File: src/iwpb_pkg.sv
// package of constants and types for the idle wake and peripheral bus clock block
package iwpb_pkg;
	localparam int          PRIO_W          = 3;
	localparam int          DIV_SEL_W       = 2;
	localparam int          DIV_SEL_LSB     = 19;
	localparam int          DIV_SEL_MSB     = 20;
	localparam int          SLEEP_SEL_BIT   = 4;
	localparam logic [1:0]  DIV_SEL_RESET   = 2'h0;
	localparam logic [2:0]  DIV_CNT_RESET   = 3'h0;
	localparam int          CLK_PERIOD_NS   = 10;

	typedef enum logic [1:0] {
		IWPB_RATIO_1 = 2'h0,
		IWPB_RATIO_2 = 2'h1,
		IWPB_RATIO_4 = 2'h2,
		IWPB_RATIO_8 = 2'h3
	} iwpb_ratio_t;

	typedef enum logic [1:0] {
		IWPB_RUN  = 2'h0,
		IWPB_IDLE = 2'h1
	} iwpb_pmode_t;

	typedef enum logic [1:0] {
		IWPB_RD_FREE = 2'h0,
		IWPB_RD_WAIT = 2'h1
	} iwpb_rdst_t;

	typedef struct packed {
		logic              valid;
		logic [PRIO_W-1:0] prio;
	} iwpb_irq_t;

	typedef struct packed {
		logic        halt_req;
		logic        sleep_sel;
		logic        wdt_timeout;
		logic        sys_reset;
	} iwpb_pwr_req_t;
endpackage : iwpb_pkg

File: src/iwpb_divider.sv
// divider producing the peripheral bus clock enable from the system clock
`timescale 1ns/10ps
module iwpb_divider (
	// clock and reset
	input  wire logic                ref_clk,
	input  wire logic                resetn,
	// ratio select
	input  wire iwpb_pkg::iwpb_ratio_t ratio,
	// divided clock
	output logic                     pb_clk_q,
	output logic                     pb_rise_q
);
	iwpb_pkg::iwpb_ratio_t ratio_q;
	logic [2:0]            cnt_q;
	logic [2:0]            cnt_d;
	logic [2:0]            last;
	logic                  wrap;

	function automatic logic [2:0] ratio_last(input iwpb_pkg::iwpb_ratio_t r);
		unique case (r)
			iwpb_pkg::IWPB_RATIO_1: ratio_last = 3'h0;
			iwpb_pkg::IWPB_RATIO_2: ratio_last = 3'h1;
			iwpb_pkg::IWPB_RATIO_4: ratio_last = 3'h3;
			iwpb_pkg::IWPB_RATIO_8: ratio_last = 3'h7;
		endcase
	endfunction : ratio_last

	// ratio held for a whole period; a new select takes hold only at the wrap, so no runt pulse
	always_comb begin
		last  = ratio_last(ratio_q);
		wrap  = (cnt_q >= last);
		cnt_d = wrap ? 3'h0 : cnt_q + 3'h1;
	end

	// ratio latch, 1:1 straight after reset
	always_ff @(posedge ref_clk or negedge resetn) begin
		if (!resetn) begin
			ratio_q <= iwpb_pkg::iwpb_ratio_t'(iwpb_pkg::DIV_SEL_RESET);
		end else if (wrap) begin
			ratio_q <= ratio;
		end
	end

	always_ff @(posedge ref_clk or negedge resetn) begin
		if (!resetn) begin
			cnt_q <= iwpb_pkg::DIV_CNT_RESET;
		end else begin
			cnt_q <= cnt_d;
		end
	end

	// rising edge marker of the divided clock
	always_ff @(posedge ref_clk or negedge resetn) begin
		if (!resetn) begin
			pb_rise_q <= 1'b0;
			pb_clk_q  <= 1'b0;
		end else begin
			pb_rise_q <= (cnt_d == 3'h0);
			pb_clk_q  <= (last == 3'h0) ? 1'b1 : (cnt_d <= (last >> 1));
		end
	end
endmodule : iwpb_divider

File: src/iwpb_top.sv
// idle mode wake control and peripheral bus clock scaling
// Functional notes
// wake from idle on enabled interrupt with priority above current cpu priority
// enabled interrupt at or below cpu priority keeps cpu halted in idle
// any device reset ends idle mode
// watchdog time-out wakes the processor out of idle
// bus clock is system clock divided 1,2,4,8 by select bits 20:19
// system-clock peripherals unaffected by divider; others use bus clock
// peripheral read completes at next bus clock rising edge; cpu stalls until then
// with divide by eight, added read latency is one to seven cycles; code adds zero to seven, none when the read meets a bus clock edge
// idle entered when sleep select clear and halt instruction executes
// in idle cpu halts, clock runs, stop-in-idle peripherals halt
// select codes 00..11 give 1:1..1:8; ratio change is glitch free
// after reset ratio is 1:1 and device is not idle
`timescale 1ns/10ps
module iwpb_top (
	// clock and reset
	input  wire logic                          ref_clk,
	input  wire logic                          resetn,
	// oscillator control word
	input  wire logic [31:0]                   osc_control_reg,
	// cpu power requests
	input  wire iwpb_pkg::iwpb_pwr_req_t       pwr_req,
	input  wire logic [iwpb_pkg::PRIO_W-1:0]   cpu_prio,
	input  wire iwpb_pkg::iwpb_irq_t           irq,
	// cpu peripheral read
	input  wire logic                          periph_rd_req,
	input  wire logic                          periph_rd_on_system_clock,
	// stop-in-idle bits of peripherals
	input  wire logic [7:0]                    stop_in_idle_bit,
	// status and clocks
	output logic                               cpu_halted_q,
	output logic                               idle_q,
	output logic                               cpu_stall_q,
	output logic                               periph_rd_done_q,
	output logic                               periph_bus_clock_q,
	output logic                               periph_bus_clk_en_q,
	output logic [7:0]                         periph_halt_q
);
	iwpb_pkg::iwpb_pmode_t mode_q;
	iwpb_pkg::iwpb_pmode_t mode_d;
	iwpb_pkg::iwpb_rdst_t  rd_q;
	iwpb_pkg::iwpb_rdst_t  rd_d;
	iwpb_pkg::iwpb_ratio_t periph_bus_divider_sel;
	logic                  pb_clk;
	logic                  pb_rise;
	logic                  wake;
	logic                  halt_ok;
	logic                  idle_d;
	logic                  rd_direct;
	logic                  rd_park;

	// irq priority strictly above the cpu priority
	function automatic logic prio_above(
		input iwpb_pkg::iwpb_irq_t         ev,
		input logic [iwpb_pkg::PRIO_W-1:0] cur
	);
		prio_above = ev.valid && (ev.prio > cur);
	endfunction : prio_above

	// halt instruction that may enter idle
	function automatic logic halt_allowed(
		input iwpb_pkg::iwpb_pwr_req_t req
	);
		halt_allowed = req.halt_req && !req.sleep_sel && !req.sys_reset;
	endfunction : halt_allowed

	// read that completes in the next cycle
	function automatic logic read_direct(
		input logic req,
		input logic on_sys,
		input logic rise
	);
		read_direct = req && (on_sys || rise);
	endfunction : read_direct

	// read that must wait for the next bus clock rising edge
	function automatic logic read_parks(
		input logic req,
		input logic on_sys,
		input logic rise
	);
		read_parks = req && !on_sys && !rise;
	endfunction : read_parks

	// select field decode, codes map straight to ratios
	assign periph_bus_divider_sel = iwpb_pkg::iwpb_ratio_t'(
		osc_control_reg[iwpb_pkg::DIV_SEL_MSB:iwpb_pkg::DIV_SEL_LSB]);

	iwpb_divider u_div (
		.ref_clk   (ref_clk),
		.resetn    (resetn),
		.ratio     (periph_bus_divider_sel),
		.pb_clk_q  (pb_clk),
		.pb_rise_q (pb_rise)
	);

	// wake causes: higher priority irq, watchdog, reset
	assign wake    = prio_above(irq, cpu_prio) || pwr_req.wdt_timeout || pwr_req.sys_reset;
	assign halt_ok = halt_allowed(pwr_req);

	always_comb begin
		mode_d = mode_q;
		unique case (mode_q)
			iwpb_pkg::IWPB_RUN: begin
				if (halt_ok) begin
					mode_d = iwpb_pkg::IWPB_IDLE;
				end
			end
			iwpb_pkg::IWPB_IDLE: begin
				if (wake) begin
					mode_d = iwpb_pkg::IWPB_RUN;
				end
			end
			default: mode_d = iwpb_pkg::IWPB_RUN;
		endcase
	end

	always_ff @(posedge ref_clk or negedge resetn) begin
		if (!resetn) begin
			mode_q <= iwpb_pkg::IWPB_RUN;
		end else begin
			mode_q <= mode_d;
		end
	end

	// next idle state shared by the status flops
	assign idle_d = (mode_d == iwpb_pkg::IWPB_IDLE);

	// idle flag
	always_ff @(posedge ref_clk or negedge resetn) begin
		if (!resetn) begin
			idle_q <= 1'b0;
		end else begin
			idle_q <= idle_d;
		end
	end

	// cpu halted while idle, system clock keeps running
	always_ff @(posedge ref_clk or negedge resetn) begin
		if (!resetn) begin
			cpu_halted_q <= 1'b0;
		end else begin
			cpu_halted_q <= idle_d;
		end
	end

	// stop-in-idle peripherals halt while idle
	always_ff @(posedge ref_clk or negedge resetn) begin
		if (!resetn) begin
			periph_halt_q <= 8'h00;
		end else begin
			periph_halt_q <= idle_d ? stop_in_idle_bit : 8'h00;
		end
	end

	// divided bus clock out; system-clock peripherals do not use it
	always_ff @(posedge ref_clk or negedge resetn) begin
		if (!resetn) begin
			periph_bus_clock_q <= 1'b0;
		end else begin
			periph_bus_clock_q <= pb_clk;
		end
	end

	// one-cycle marker of each bus clock rising edge
	always_ff @(posedge ref_clk or negedge resetn) begin
		if (!resetn) begin
			periph_bus_clk_en_q <= 1'b0;
		end else begin
			periph_bus_clk_en_q <= pb_rise;
		end
	end

	// read decode
	assign rd_direct = read_direct(periph_rd_req, periph_rd_on_system_clock, pb_rise);
	assign rd_park   = read_parks(periph_rd_req, periph_rd_on_system_clock, pb_rise);

	// read waits for next bus clock rising edge
	always_comb begin
		rd_d = rd_q;
		unique case (rd_q)
			iwpb_pkg::IWPB_RD_FREE: begin
				if (rd_park) begin
					rd_d = iwpb_pkg::IWPB_RD_WAIT;
				end
			end
			iwpb_pkg::IWPB_RD_WAIT: begin
				if (pb_rise) begin
					rd_d = iwpb_pkg::IWPB_RD_FREE;
				end
			end
			default: rd_d = iwpb_pkg::IWPB_RD_FREE;
		endcase
	end

	always_ff @(posedge ref_clk or negedge resetn) begin
		if (!resetn) begin
			rd_q <= iwpb_pkg::IWPB_RD_FREE;
		end else begin
			rd_q <= rd_d;
		end
	end

	// cpu stalls while the read waits
	always_ff @(posedge ref_clk or negedge resetn) begin
		if (!resetn) begin
			cpu_stall_q <= 1'b0;
		end else begin
			cpu_stall_q <= (rd_d == iwpb_pkg::IWPB_RD_WAIT);
		end
	end

	// one-cycle done pulse
	always_ff @(posedge ref_clk or negedge resetn) begin
		if (!resetn) begin
			periph_rd_done_q <= 1'b0;
		end else begin
			periph_rd_done_q <= (rd_q == iwpb_pkg::IWPB_RD_WAIT && pb_rise)
				|| (rd_q == iwpb_pkg::IWPB_RD_FREE && rd_direct);
		end
	end
endmodule : iwpb_top

File: config.mk
export PLATFORM = sky130hd
export DESIGN_NAME = iwpb_top
export DESIGN_NICKNAME = d
export VERILOG_FILES = /design/src/iwpb_pkg.sv /design/src/iwpb_divider.sv /design/src/iwpb_top.sv
export SDC_FILE = /design/constraint.sdc
export NUM_CORES = 1
export LEC_CHECK = 0
export BUFFER_PORTS_ARGS = -buffer_cell sky130_fd_sc_hd__clkbuf_2
export CAP_MARGIN = 20
export CORE_UTILIZATION = 24
export DETAILED_ROUTE_END_ITERATION = 10
export GPL_TIMING_DRIVEN = 0
export PLACE_DENSITY_LB_ADDON = 0.08
export SYNTH_ARGS = -nofsm -noshare
export SYNTH_HDL_FRONTEND = slang
export SYNTH_HIERARCHICAL = 1
export SYNTH_SLANG_ARGS = --single-unit
export TNS_END_PERCENT = 30
File: constraint.sdc
create_clock -name ref_clk -period 4.02 [get_ports ref_clk]
set_input_delay 0.804 -clock ref_clk [delete_from_list [all_inputs] [get_ports ref_clk]]
set_output_delay 0.804 -clock ref_clk [all_outputs]
set_load 0.01 [all_outputs]
# --- Yosys cells after proc, flatten, opt, wreduce, memory -nomap -nowiden ---
# Cells that the tools add are included.
op_classes:
  n_shift: 0
  addsub: 1
  multipliers: 0
  mux: 10
  n_eq_ne: 7
  n_lt_le_gt_ge: 3
  n_div: 0
  reduce_logical: 21
  bitwise_logic: 0
ops:
  columns: ["op", "n"]
  rows:
  - ["$pmux W3 S4", 1]
  - ["$eq A2 B1 Y1 const B", 5]
  - ["$logic_and A1 B1 Y1", 8]
  - ["$mux W2", 4]
  - ["$mux W8", 1]
  - ["$pmux W2 S2", 2]
  - ["$logic_not A2 Y1", 3]
  - ["$logic_not A3 Y1", 2]
  - ["$eq A2 B2 Y1 const B", 2]
  - ["$logic_not A1 Y1", 4]
  - ["$logic_or A1 B1 Y1", 4]
  - ["$add A3 B1 Y3 const B", 1]
  - ["$ge A3 B3 Y1", 1]
  - ["$gt A3 B3 Y1", 1]
  - ["$le A3 B2 Y1", 1]
  - ["$mux W3", 1]
  - ["$mux W1", 1]
word_totals:
  latch_bits: 0
  inputBits: 55
  wordCells: 54
  mem_bits_ro: 0
  ramBits: 0
  out_inout_bits: 14
  register_bits: 24
  n_memories: 0

# --- Depth between registers and ports, before layout ---
depth:
  depth_word: 8
  depth_mapped: 10

# --- Hierarchy ---
# The synthesis kept the hierarchy.
by_module_without_submodules:
  columns: ["module", "seq_area_each_um2", "area_each_um2", "cells_each", "n_inst"]
  rows:
  - ["iwpb_top", 425.4, 740.7, 60, 1]
  - ["iwpb_divider", 175.2, 412.9, 36, 1]

# --- Least setup slack after synthesis ---
# Ideal clock, no wire load.
synth_timing:
  path_kind: "reg-to-reg"
  startpoint: "reg u_div.ratio_q[1]"
  endpoint: "reg u_div.pb_clk_q"
  path_stages_with_launch: 11
  period_less_slack_ps: 2009
  n_path_buf: 0
  arrival_ps: 1943
  required_ps: 3954
  setup_slack_ps: 2011
  path_cell_list: "dfrtp_1 nor2_1 inv_1 ha_1 nor2b_4 o21ai_4 nor2_1 ha_1 nor2b_1 o211ai_1 o31a_1"
synth_via:
  elab_chain_cells: 6
  elab_cells_between_ends: 10
synth_rtl:
  columns: ["element", "line", "source"]
  rows:
  - ["start, declared", "iwpb_divider.sv:13", "iwpb_pkg::iwpb_ratio_t ratio_q;"]
  - ["start signal, assigned", "iwpb_divider.sv:38", "ratio_q <= iwpb_pkg::iwpb_ratio_t'(iwpb_pkg::DIV_SEL_RESET);"]
  - ["start signal, assigned", "iwpb_divider.sv:40", "ratio_q <= ratio;"]
  - ["$eq A2 B2 Y1 (tied with other cells)", "iwpb_divider.sv:20", "unique case (r)"]
  - ["$pmux W3 S4 *", "iwpb_divider.sv:20", null]
  - ["$ge A3 B3 Y1 *", "iwpb_divider.sv:31", "wrap = (cnt_q >= last);"]
  - ["$mux W3 *", "iwpb_divider.sv:32", "cnt_d = wrap ? 3'h0 : cnt_q + 3'h1;"]
  - ["net u_div.cnt_d[1]", "iwpb_divider.sv:15", "logic [2:0] cnt_d;"]
  - ["$le A3 B2 Y1 *", "iwpb_divider.sv:59", "pb_clk_q <= (last == 3'h0) ? 1'b1 : (cnt_d <= (last >> 1));"]
  - ["$mux W1 *", "iwpb_divider.sv:59", null]
  - ["end signal, assigned", "iwpb_divider.sv:59", null]
  - ["end, declared", "iwpb_divider.sv:10", "output logic pb_clk_q,"]
# The timed path passes the listed nets; every way through them passes the cells marked *.
# A chain may end at the register's enable or synchronous reset.

# --- Final worst setup path ---
# Ends and elaborated chain as after synthesis.

==> impl_metrics.yaml <==
timing:
  relSlewSlack_pct: 60.0
  fmax_mhz: 451
  worst_slew_pin_slew_ps: 599
  grt_setup_unrepaired: "no"
  period_minus_slack_ps: 2220
  fin_skew_ps: 2.72
  setup_viol: 0
  finalMaxSlewViolations: 0
  min_period_over_period_pct: 55.2
  timing.final.ws_setup_ps: 1800
  hold_viol: 0
  setup-tns-final_ps: 0
setup_path:
  path_cells: "nor2_1 > inv_1 > ha_1 > nor2b_4 > o21ai_4 > nor2_1 > ha_1 > nor2b_1 > o211ai_1 > o31a_1"
  worstPathRequired_ps: 4220
  startpoint_type: "flip-flop"
  critPathSlowestCell: "dfrtp_1"
  crit_family: "adder cells"
  endpoint_kind: "flip-flop"
  critical_path_class: "reg -> reg"
  slowest_delay_ps: 430
  path_max_fanout: 8
  reg2regPathDepth: 10
  cp.depth: 10
  arrival_ps: 2420
  cp_num_buf_inv: 1
logic_synthesis:
  avgSynthCellArea_sq_um: 12.0
  synth_adder_area_share_pct: 9.76
  synth_compound_area_share_pct: 18.2
  syn_area_sq_um: 1150
  synth_top_family_by_area: "compound AO/OA/AOI/OAI gates"
  ys_seq_area_share_pct: 52.1
  synthCells: 96
  synthFlopType: "dfrtp_1"
  synthMuxAreaShare_pct: 2.60
  synth-seq-cells: 24
  yosys.cell_types.count: 27
  ys_warn_count: 6
  synth_edf_count: 0
  yosys.area_share.xor_xnor_pct: 0.759
  yosys.area_share.simple_pct: 8.79
  async_reset_ff_share_pct: 100
clocking:
  clk_path_buf_depth: 2
  cts_hold_buffers: 0
  ctsResizeCount: 0
  cts-root-buf: "clkbuf_8"
  htree_levels: 1
  cts_buffers: 3
  cts_sinks: 24
  path_clk_slew_ps: 80
  cts_tree: "done"
  postCtsSetupBuffers: 0
  clk_latency_ps: 260
power:
  p_per_area_nw_per_um2: 623
  p_seq_share_pct: 35.7
  p_switching_mw: 0.301
  power_frac_clock_pct: 22.3
  power.leakage_nw: 0.780
  comb_power_share_pct: 42.0
  sw_frac_of_total_pct: 32.6
  ir_worst_vdd_mv: 0.267
  p_int_mw: 0.623
  power_mw: 0.924
global_route:
  antenna_found_initial: 0
  grt_pass1_wl_um: 3690
  grt_max_degree: 25
  grt_pass1_vias: 827
  grt_use_total_pct: 9.36
  grt_overflow: 0
status:
  status: "finished, violations left"
  violations: "design-rule violations"
cells_and_area:
  final_cell_mix: "38 x clkbuf_2, 24 x dfrtp_1, 17 x inv_1, 9 x ha_1, 8 x a211oi_2"
  fin_util_pct: 33.2
  drive_above_1_share_pct: 43.9
  final_common_cell: "clkbuf_2"
  stdcell_count: 191
  finalNetCount: 204
  areaGrowthSynthToFinish_pct: 28.6
  n_antenna_cell: 0
drt:
  dr_wl_met2_um: 1010
  firstDrtPassIters: 8
  routed-wl-met3_um: 73
  ant_nets: 0
  drt_iter0_markers: 62
  drc_errors: 2
  viasPerCell: 4.15
  num_vias: 793
  top_layer: "met4"
  wire_per_inst_um: 10.9
  finalWirelength_um: 2080
  wl_met1_um: 963
placement:
  dp_slack_ps: 1790
  gp_congestion: 0.666
  io_buffers: 38
  dpl.cell_count: 187
  place_hpwl_um: 1620
floorplanning:
  pin_count: 69
  chipWidth_um: 71.3
  rows: 24
  die-area_sq_um: 5090
  start_util_pct: 25.8
  core-area_sq_um: 4470
  die_h_um: 71.3
job:
  maxCapViolCount: 0
hold_path:
  hp-class: "reg -> reg"
  min_path_cells: 0
path summary, 6_finish.rpt:
path	slack (ps)	end	start
min in group asynchronous	530	periph_rd_done_q	resetn
worst max-delay path	1800	u_div/pb_clk_q	u_div/ratio_q[1]
max in group asynchronous	3100	u_div/ratio_q[0]	resetn
worst min register to register	360	periph_bus_clock_q	u_div/pb_clk_q
worst min-delay path	360	periph_bus_clock_q	u_div/pb_clk_q
worst max register to register	1800	u_div/pb_clk_q	u_div/ratio_q[1]
flip-flops by register name (all words and copies together), names as in the netlist:
name	cells
periph_halt_q	8
u_div/cnt_q	3
mode_q	2
rd_q	2
u_div/ratio_q	2
cpu_halted_q	1
cpu_stall_q	1
periph_bus_clk_en_q	1
periph_bus_clock_q	1
periph_rd_done_q	1
u_div/pb_clk_q	1
u_div/pb_rise_q	1
power by group through the flow:
| stage | clock network [mW] | logic, mW | registers [mW] |
|---|---|---|---|
| 2_1_floorplan | 0 | 0.308 | 0.333 |
| 6_report | 0.206 | 0.388 | 0.330 |
| 3_3_place_gp | 0 | 0.385 | 0.336 |
| 3_5_place_dp | 0 | 0.398 | 0.336 |
| 4_1_cts | 0.213 | 0.400 | 0.331 |
| 5_1_grt | 0.224 | 0.445 | 0.339 |
cells in the mapped netlist (2+ instances only):
| library cell | n | area (sq um) |
|---|---|---|
| a211oi_2 | 8 | 100 |
| a21oi_1 | 4 | 20.0 |
| dfrtp_1 | 24 | 601 |
| ha_1 | 9 | 113 |
| inv_1 | 17 | 63.8 |
| mux2_4 | 2 | 30.0 |
| nand2_1 | 2 | 7.51 |
| nor2_1 | 7 | 26.3 |
| nor2b_1 | 3 | 18.8 |
| nor3_1 | 3 | 15.0 |
worst reg2reg max path, stage by stage (launching register included):
cell and delay [ps]:
dfrtp_1 430, nor2_1 150, inv_1 80, ha_1 310
nor2b_4 50, o21ai_4 270, nor2_1 110, ha_1 320
nor2b_1 130, o211ai_1 160, o31a_1 160
stage by stage:
step	hold WS, ps	instance area [sq um]
6_report	363	1480
5_1_grt	370	1480
4_1_cts	365	1480
3_5_place_dp	344	1410
3_3_place_gp	334	1410
2_1_floorplan	331	1160
kinds of logic after synthesis:
group | count (synthesis)
buf+inv | 20
mux | 2
simple gates | 19
xor+xnor | 1
other cells | 1
flops | 24
compound gates | 20
fa+ha+maj | 9
per-layer routing:
layer  vias to the layer above  global-route usage (%)
li1                        400                       -
met1                       368                    11.5
met2                        23                    16.1
met3                         2                   0.844
met4                         0                    5.33
met5                         -                       0
area by class of cell:
type                       count  area (sq um)
multi-input combinational     53           470
tap                           52          65.1
fill                         466          2990
inverter                      17          63.8
clock inverter                 1          30.0
timing repair buffer          38           190
sequential                    24           601
buffer                         3          22.5
clock buffer                   3          41.3
No activity file was read; power rests on OpenSTA's default activity.
